File: src/hdl/swo_pkg.sv
package swo_pkg;

  // Clock rate
  localparam int unsigned CLK_HZ = 25_000_000;

  // Timing figures in their own units
  localparam int unsigned OC_PULSE_MS = 50;
  localparam int unsigned HOLD_TIME_S = 600;
  localparam int unsigned STANDBY_INDICATOR_RELEASE_MS = 100;
  localparam int unsigned ON_RELEASE_MS = 100;
  localparam int unsigned FILTER_US = 20;

  // Least times round up to whole cycles
  localparam longint unsigned OC_PULSE_CYC = (64'(OC_PULSE_MS) * CLK_HZ + 999) / 1000;
  localparam longint unsigned HOLD_CYC = 64'(HOLD_TIME_S) * CLK_HZ;
  localparam longint unsigned STANDBY_INDICATOR_REL_CYC = (64'(STANDBY_INDICATOR_RELEASE_MS) * CLK_HZ + 999) / 1000;
  localparam longint unsigned ON_REL_CYC = (64'(ON_RELEASE_MS) * CLK_HZ + 999) / 1000;
  localparam longint unsigned FILTER_CYC = (64'(FILTER_US) * CLK_HZ + 999_999) / 1_000_000;

  // Counter width shared by all timers
  localparam int unsigned CNT_W = 40;

  // Reset value of the active-low overcurrent flags and active indicator (released)
  localparam logic IND_RESET = 1'b1;

  // Power state machine
  typedef enum logic [3:0] {
    SWO_STANDBY  = 4'b0001,
    SWO_STARTING = 4'b0010,
    SWO_ON       = 4'b0100,
    SWO_STOPPING = 4'b1000
  } swo_state_e;

  // Wake-request inputs grouped together
  typedef struct packed {
    logic standby;
    logic remote_wake;
    logic presence_pos;
    logic presence_neg;
  } swo_wake_s;

  // Active-low indicator group
  typedef struct packed {
    logic standby_indicator_n;
    logic active_indicator_n;
  } swo_ind_s;

endpackage

File: src/hdl/swo_stretch.sv
`timescale 1ns/1ps
// Retriggerable pulse stretcher, active-low output from a flip-flop
module swo_stretch #(
  parameter longint unsigned LEN = 2
) (
  // Clock and reset
  input wire logic clk_i,
  input wire logic resetn_i,
  // Event in, stretched flag out
  input wire logic event_i,
  output logic flag_n_o
);

  logic [swo_pkg::CNT_W-1:0] cnt_q;
  logic [swo_pkg::CNT_W-1:0] cnt_d;
  wire busy = (cnt_q != '0);

  // Reload value must be non-zero and fit the shared counter width
  if (LEN < 1 || LEN > (64'd1 << swo_pkg::CNT_W) - 64'd1) begin : g_bad_len
    $error("LEN must be at least one cycle and fit the counter");
  end

  // New event reloads the full interval
  assign cnt_d = event_i ? swo_pkg::CNT_W'(LEN) : (busy ? cnt_q - 1'b1 : cnt_q);

  always_ff @(posedge clk_i or negedge resetn_i) begin
    if (!resetn_i) begin
      cnt_q <= '0;
      flag_n_o <= swo_pkg::IND_RESET;
    end else begin
      cnt_q <= cnt_d;
      // Low while any count is left; an event reloads LEN, so it is low too
      flag_n_o <= (cnt_d == '0);
    end
  end

endmodule // swo_stretch

File: src/hdl/swo_top.sv
`timescale 1ns/1ps
//////////////////////////////////////////////////////////////////////////////
module swo_top #(
  parameter int unsigned NUM_CH = 2,
  parameter longint unsigned OC_PULSE_CYC = swo_pkg::OC_PULSE_CYC,
  parameter longint unsigned HOLD_CYC = swo_pkg::HOLD_CYC,
  parameter longint unsigned STANDBY_INDICATOR_REL_CYC = swo_pkg::STANDBY_INDICATOR_REL_CYC,
  parameter longint unsigned ON_REL_CYC = swo_pkg::ON_REL_CYC,
  parameter longint unsigned FILTER_CYC = swo_pkg::FILTER_CYC
) (
  // Clock and reset
  input wire logic clk_i,
  input wire logic resetn_i,
  // Wake controls (standby high means standby requested)
  input wire swo_pkg::swo_wake_s wake_i,
  // Cycle-by-cycle current limit pulses per channel
  input wire logic [1:0] oc_event_i,
  // Active-low status indicators
  output logic overcurrent_flag_ch1_o,
  output logic overcurrent_flag_ch2_o,
  output swo_pkg::swo_ind_s ind_o,
  // Hold timer running
  output logic hold_active_o
);

  //////////////////////////////////////////////////////////////////////////////
  // Elaboration checks

  // Every timer shares one counter width, so each count must fit in it
  localparam longint unsigned CNT_MAX = (64'd1 << swo_pkg::CNT_W) - 64'd1;

  if (NUM_CH < 1 || NUM_CH > 2) begin : g_bad_num_ch
    $error("NUM_CH must be 1 or 2");
  end
  if (OC_PULSE_CYC < 1 || HOLD_CYC < 1 || FILTER_CYC < 1) begin : g_bad_short
    $error("Pulse, hold and filter counts must be at least one cycle");
  end
  if (STANDBY_INDICATOR_REL_CYC < 1 || ON_REL_CYC < 1) begin : g_bad_delay
    $error("Indicator delays must be at least one cycle");
  end
  if (OC_PULSE_CYC > CNT_MAX || HOLD_CYC > CNT_MAX || FILTER_CYC > CNT_MAX) begin : g_bad_wide
    $error("Pulse, hold or filter count exceeds the timer width");
  end
  if (STANDBY_INDICATOR_REL_CYC > CNT_MAX || ON_REL_CYC > CNT_MAX) begin : g_bad_wide_dly
    $error("Indicator delay exceeds the timer width");
  end

  // Limitation: pins are taken as synchronous levels; anything asynchronous
  // needs a synchroniser in front of this block.
  // Detections while awake by standby low or remote wake do not start the hold timer.

  //////////////////////////////////////////////////////////////////////////////
  // Overcurrent flags

  logic [1:0] oc_flag_n;
  // Single-channel build: channel two events never reach its stretcher
  wire ch2_present = (NUM_CH == 2);
  wire [1:0] oc_gated = {oc_event_i[1] && ch2_present, oc_event_i[0]};

  // Both stretchers always built so the unused flag is still a register output
  genvar g;
  generate
    for (g = 0; g < 2; g++) begin : g_oc
      swo_stretch #(
        .LEN(OC_PULSE_CYC)
      ) u_stretch (
        .clk_i(clk_i),
        .resetn_i(resetn_i),
        .event_i(oc_gated[g]),
        .flag_n_o(oc_flag_n[g])
      );
    end
  endgenerate

  assign overcurrent_flag_ch1_o = oc_flag_n[0];
  assign overcurrent_flag_ch2_o = oc_flag_n[1];

  //////////////////////////////////////////////////////////////////////////////
  // Presence filter: differential level must persist before it counts

  // Pair counts as present only while pos is high and neg is low
  wire presence_raw = wake_i.presence_pos && !wake_i.presence_neg;
  logic [swo_pkg::CNT_W-1:0] filt_q;
  logic detect_q;
  // Counter saturates at the filter length; any low sample starts it over
  wire filt_full = (filt_q >= swo_pkg::CNT_W'(FILTER_CYC));
  wire [swo_pkg::CNT_W-1:0] filt_inc = filt_full ? filt_q : filt_q + 1'b1;
  wire [swo_pkg::CNT_W-1:0] filt_d = presence_raw ? filt_inc : '0;
  // Registered detect costs a cycle but keeps the hold load glitch-free
  wire detect_d = presence_raw && filt_full;

  always_ff @(posedge clk_i or negedge resetn_i) begin
    if (!resetn_i) begin
      filt_q <= '0;
      detect_q <= 1'b0;
    end else begin
      filt_q <= filt_d;
      detect_q <= detect_d;
    end
  end

  //////////////////////////////////////////////////////////////////////////////
  // Presence hold timer

  logic [swo_pkg::CNT_W-1:0] hold_q;
  wire hold_run = (hold_q != '0);
  // Presence only acts while standby requested and remote wake low
  wire sense_en = wake_i.standby && !wake_i.remote_wake;
  // Every qualified detection reloads the full hold time
  wire hold_load = detect_q && sense_en;
  wire [swo_pkg::CNT_W-1:0] hold_dec = hold_run ? hold_q - 1'b1 : hold_q;
  wire [swo_pkg::CNT_W-1:0] hold_d = hold_load ? swo_pkg::CNT_W'(HOLD_CYC) : hold_dec;

  // Standby high is the standby request; wake or hold timer overrides it
  wire standby_indicator_req = wake_i.standby;
  wire remote_req = wake_i.standby && wake_i.remote_wake;
  // A running hold timer masks the standby request
  wire want_on = !standby_indicator_req || remote_req || hold_run;

  //////////////////////////////////////////////////////////////////////////////
  // Power state machine and indicator delays

  swo_pkg::swo_state_e state_q;
  swo_pkg::swo_state_e state_d;
  logic [swo_pkg::CNT_W-1:0] dly_q;
  logic [swo_pkg::CNT_W-1:0] dly_d;
  wire dly_done = (dly_q == swo_pkg::CNT_W'(1));
  // Delay counter runs down to zero and rests there
  wire [swo_pkg::CNT_W-1:0] dly_dec = (dly_q != '0) ? dly_q - 1'b1 : dly_q;

  always_comb begin
    state_d = state_q;
    dly_d = dly_dec;
    unique case (state_q)
      swo_pkg::SWO_STANDBY: begin
        // Any wake source starts the standby release delay
        if (want_on) begin
          state_d = swo_pkg::SWO_STARTING;
          dly_d = swo_pkg::CNT_W'(STANDBY_INDICATOR_REL_CYC);
        end
      end
      swo_pkg::SWO_STARTING: begin
        // Standby during start-up aborts straight to power-down
        if (!want_on) begin
          state_d = swo_pkg::SWO_STOPPING;
          dly_d = swo_pkg::CNT_W'(ON_REL_CYC);
        end else if (dly_done) begin
          state_d = swo_pkg::SWO_ON;
        end
      end
      swo_pkg::SWO_ON: begin
        // Active indicator lingers for the release delay
        if (!want_on) begin
          state_d = swo_pkg::SWO_STOPPING;
          dly_d = swo_pkg::CNT_W'(ON_REL_CYC);
        end
      end
      swo_pkg::SWO_STOPPING: begin
        // Re-wake during power-down restarts the start-up sequence
        if (want_on) begin
          state_d = swo_pkg::SWO_STARTING;
          dly_d = swo_pkg::CNT_W'(STANDBY_INDICATOR_REL_CYC);
        end else if (dly_done) begin
          state_d = swo_pkg::SWO_STANDBY;
        end
      end
      default: begin
        state_d = swo_pkg::SWO_STANDBY;
        dly_d = '0;
      end
    endcase
  end

  // Indicators follow the next state so outputs change with the transition
  wire next_standby = (state_d == swo_pkg::SWO_STANDBY);
  wire next_on = (state_d == swo_pkg::SWO_ON);
  wire next_stopping = (state_d == swo_pkg::SWO_STOPPING);
  // Aborted start-up keeps standby low: released only after the full delay
  wire standby_indicator_kept = next_stopping && ind_o.standby_indicator_n;
  wire standby_indicator_n_d = next_on || standby_indicator_kept;
  wire on_n_d = next_standby;

  always_ff @(posedge clk_i or negedge resetn_i) begin
    if (!resetn_i) begin
      hold_q <= '0;
      hold_active_o <= 1'b0;
    end else begin
      hold_q <= hold_d;
      hold_active_o <= (hold_d != '0);
    end
  end

  always_ff @(posedge clk_i or negedge resetn_i) begin
    if (!resetn_i) begin
      state_q <= swo_pkg::SWO_STANDBY;
      dly_q <= '0;
    end else begin
      state_q <= state_d;
      dly_q <= dly_d;
    end
  end

  always_ff @(posedge clk_i or negedge resetn_i) begin
    if (!resetn_i) begin
      ind_o.standby_indicator_n <= 1'b0;
      ind_o.active_indicator_n <= swo_pkg::IND_RESET;
    end else begin
      ind_o.standby_indicator_n <= standby_indicator_n_d;
      ind_o.active_indicator_n <= on_n_d;
    end
  end

endmodule // swo_top

File: config.mk
export PLATFORM = sky130hd
export DESIGN_NAME = swo_top
export DESIGN_NICKNAME = d
export VERILOG_FILES = /design/src/hdl/swo_pkg.sv /design/src/hdl/swo_stretch.sv /design/src/hdl/swo_top.sv
export SDC_FILE = /design/constraint.sdc
export NUM_CORES = 1
export LEC_CHECK = 0
export ABC_AREA = 1
export BUFFER_PORTS_ARGS = -buffer_cell sky130_fd_sc_hd__buf_2
export CELL_PAD_IN_SITES_DETAIL_PLACEMENT = 0
export CELL_PAD_IN_SITES_GLOBAL_PLACEMENT = 2
export CORE_UTILIZATION = 37
export CTS_BUF_LIST = sky130_fd_sc_hd__clkbuf_4 sky130_fd_sc_hd__clkbuf_8 sky130_fd_sc_hd__clkbuf_16
export DETAILED_ROUTE_END_ITERATION = 7
export PLACE_DENSITY = 0.79
export RECOVER_POWER = 100
export SLEW_MARGIN = 40
export SYNTH_ARGS = -nofsm -noshare
export SYNTH_HDL_FRONTEND = slang
export SYNTH_HIERARCHICAL = 1
export SYNTH_SLANG_ARGS = --single-unit
File: constraint.sdc
create_clock -name clk_i -period 2.1 [get_ports clk_i]
set_input_delay 0.21 -clock clk_i [delete_from_list [all_inputs] [get_ports clk_i]]
set_output_delay 0.21 -clock clk_i [all_outputs]
set_load 0.1 [all_outputs]
==> flow_metrics.env <==
export IMPL_min_period_over_period=1.02
export IMPL_synth_xor_area_share=0.0378
export IMPL_pwr_density_cell_nw_per_um2=739
export IMPL_die_area_um2=36400
export IMPL_arrival_ns=2.65
export IMPL_drt_iter0_drc=629
export IMPL_path_depth=16
export IMPL_drcViolationCount=0
export IMPL_grt_use_total=0.238
export IMPL_grt_first_pass_wirelength_um=68500
export IMPL_gp_congestion=0.902
export IMPL_maxCapViolCount=0
export IMPL_synth_fa_ha_area_frac=0.0104
export IMPL_syn_inst=1943
export IMPL_dpl_cell_area_um2=17100
export IMPL_hold_viol=0
export IMPL_relSlewSlack=0.0173
export IMPL_crit_family="simple AND/OR/NAND/NOR gates"
export IMPL_period_minus_slack_ns=2.15
export IMPL_power_uw=14800
export IMPL_whs_path_depth=5
export IMPL_nets=2479
export IMPL_yosys_warnings=6
export IMPL_critPathKind="flip-flop to flip-flop"
export IMPL_rsz0062_at_grt="yes"
export IMPL_endpoint_kind="flip-flop"
export IMPL_drtPass1Iterations=5
export IMPL_ys_ff_latch=210
export IMPL_cp_num_buf_inv=3
export IMPL_worstPathRequired_ns=2.60
export IMPL_ios=13
export IMPL_area_growth_syn_to_layout_pct=51.7
export IMPL_core_um2=34800
export IMPL_dp_hpwl_um=32300
export IMPL_p_leak_uw=0.0102
export IMPL_routedWlPerCell_um=14.9
export IMPL_ys_types=38
export IMPL_num_rows=68
export IMPL_synth_top_family_by_area="simple AND/OR/NAND/NOR gates"
export IMPL_htreeDepth=1
export IMPL_dieHeight_um=191
export IMPL_fin_ws_ns=-0.0491
export IMPL_antenna_found_initial=0
export IMPL_portBuffers=12
export IMPL_via_count=13800
export IMPL_drive_gt1_frac=0.391
export IMPL_status="finished, violations left"
export IMPL_nFillCells=3331
export IMPL_r2r_setup_slack_ns=-0.05
export IMPL_violations="setup timing"
export IMPL_clockBufferDepth=3
export IMPL_grt_pass1_vias=13600
export IMPL_initial_core_util=0.379
export IMPL_mappedNetlistArea_um2=13200
export IMPL_cts_root_buffer="clkbuf_16"
export IMPL_r2r_end="g_oc[0].u_stretch/flag_n_o"
export IMPL_yosys_area_share_simple=0.415
export IMPL_cts_sinks=210
export IMPL_cts_tree="yes"
export IMPL_min_delay_start="wake_i[0]"
export IMPL_cts_inserted_buffers=27
export IMPL_synth_compound_area_frac=0.0404
export IMPL_ff2ff_path_depth=16
export IMPL_fmax_mhz=465
export IMPL_synthMuxAreaShare=0
export IMPL_routed_wl_um=43600
export IMPL_crit_fanout=7
export IMPL_grt_max_degree=52
export IMPL_fin_area_um2=20000
export IMPL_worstSetupStartpoint="g_oc[0].u_stretch/cnt_q[0]"
export IMPL_path_cells="inv_2 > buf_6 > ha_4 > nand2_1 > nor2_1 > nand2_2 > nor2_4 > nand2_4 > buf_12 > nand2_2 > nand3_2 > nor2_2 > nand2_2 > nor2_4 > nand3_4 > nor2_4"
export IMPL_tightestPinTransition_ns=1.47
export IMPL_worstReg2RegStart="g_oc[0].u_stretch/cnt_q[0]"
export IMPL_grt_overflow_total=0
export IMPL_slowest_delay_ns=0.38
export IMPL_insertion_delay_ns=0.57
export IMPL_syn_area_per_cell_um2=6.79
export IMPL_hp_class="input pin to flip-flop"
export IMPL_pre_cts_ws_ns=-0.326
export IMPL_cp_slowest_cell="dfrtp_1"
export IMPL_fin_util=0.575
export IMPL_die_w_um=191
export IMPL_drv_slew=0
export IMPL_clkTransAtPathRegs_ns=0.05
export IMPL_vias_per_cell=4.71
export IMPL_start_kind="flip-flop"
export IMPL_antenna_cells=0
export IMPL_worst_clock_skew_ns=0.0146
export IMPL_ys_seq_area_frac=0.399
export IMPL_setup_viol=4
export IMPL_min_to="filt_q[7]"
export IMPL_antenna_left=0
export IMPL_ir_drop_mv=0.669
export IMPL_syn_num_nets=1962
-- logic make-up (layout without fill, tap and decap cells) --
logic type,after synthesis,after routing
AND/OR/NAND/NOR,1242,1246
buffers and inverters,325,856
flip-flops,210,210
AO/OA/AOI/OAI,98,98
XOR/XNOR,57,57
adder cells (fa/ha/maj),11,11
-- layer usage --
metal  up-vias  GRT usage  part of all wire
met5         -          0                 0
met4         0     0.0578             0.025
met3        74     0.0285             0.031
met2       177      0.409              0.48
met1      6476      0.318              0.46
li1       7081          -                 -
-- worst reg2reg max path: stages, from the launching register on --
cell	delay (ns)
dfrtp_1	0.38
inv_2	0.08
buf_6	0.10
ha_4	0.12
nand2_1	0.04
nor2_1	0.12
nand2_2	0.08
nor2_4	0.14
nand2_4	0.12
buf_12	0.18
nand2_2	0.08
nand3_2	0.08
nor2_2	0.16
nand2_2	0.08
nor2_4	0.13
nand3_4	0.11
nor2_4	0.09
-- placed cells by master (no fill, tap or decap), types with 24 or more instances in the layout --
master / count
nor2_4: 66
buf_6: 33
clkbuf_16: 28
a21oi_1: 24
nor2_1: 279
nand2_2: 86
nand2_1: 408
buf_4: 442
nand3_1: 125
inv_1: 277
nor2_2: 119
xor2_1: 38
dfrtp_1: 202
nand3_2: 38
o21ai_0: 31
nand4_1: 42
-- cell type report --
| class | count | area, µm² | share of cell area |
|---|---|---|---|
| timing repair buffer | 511 | 4090 | 0.204 |
| clock inverter | 4 | 48.8 | 0.00244 |
| clock buffer | 43 | 833 | 0.0416 |
| timing repair inverter | 1 | 11.3 | 0.000562 |
| tap | 455 | 569 | 0.0284 |
| multi-input combinational | 1412 | 8070 | 0.403 |
| inverter | 297 | 1140 | 0.0569 |
| sequential | 210 | 5270 | 0.263 |
-- per-stage QoR --
stage	setup TNS (ns)	instances	hold WS [ns]
floorplan	0	1943	-0.0856
global placement	-0.872	2821	0.169
detailed placement	-1.37	2821	0.171
CTS	-0.0604	2899	0.0303
global route	-1.95	2933	0.226
finish	-0.0954	2933	0.146
-- repair_timing --
item	4_1_cts	5_1_grt
buffers inserted	24	31
endpoints found under the setup margin	32	45
gates cloned	4	4
pin swaps	41	142
resized for setup	118	341
hold endpoints to repair	188	0
hold buffers	3	0
-- synth_stat cells (all sizes together) --
library cell / n / area [µm²]
nor3b: 3 / 32.5
o21a: 4 / 30.0
nand4: 42 / 263
nor3: 28 / 160
dfrtp: 206 / 5150
buf: 15 / 121
o21ai: 53 / 277
nand3: 167 / 851
o22ai: 2 / 12.5
nor4: 11 / 98.8
xor2: 38 / 333
a21oi: 34 / 170
nor2: 465 / 1940
xnor2: 19 / 166
a211oi: 2 / 25.0
nand3b: 9 / 67.6
dfstp: 4 / 105
nand2: 515 / 2050
inv: 297 / 1120
a31oi: 3 / 18.8
and2: 2 / 12.5
clkbuf: 13 / 48.8
ha: 11 / 138
-- state kept, by name (all words and copies together) (netlist names) --
register,count
g_oc.u_stretch/cnt_q,80
state_q,4
hold_active_o,1
g_oc.u_stretch/flag_n_o,2
detect_q,1
hold_q,40
filt_q,40
ind_o,2
dly_q,40
-- where the power goes --
group	switching (µW)	internal (µW)	total, µW
Sequential	336	4400	4740
Combinational	3150	2280	5430
Clock	1820	2810	4640
-- worst max path at each step --
stage | end | slack, ns
CTS | g_oc[0].u_stretch/flag_n_o | -0.04
global placement | hold_active_o | -0.34
detailed placement | hold_active_o | -0.33
global route | g_oc[1].u_stretch/flag_n_o | -0.17
floorplan | hold_active_o | 0.16
finish | g_oc[0].u_stretch/flag_n_o | -0.05
(Power assumes the default switching activity.)
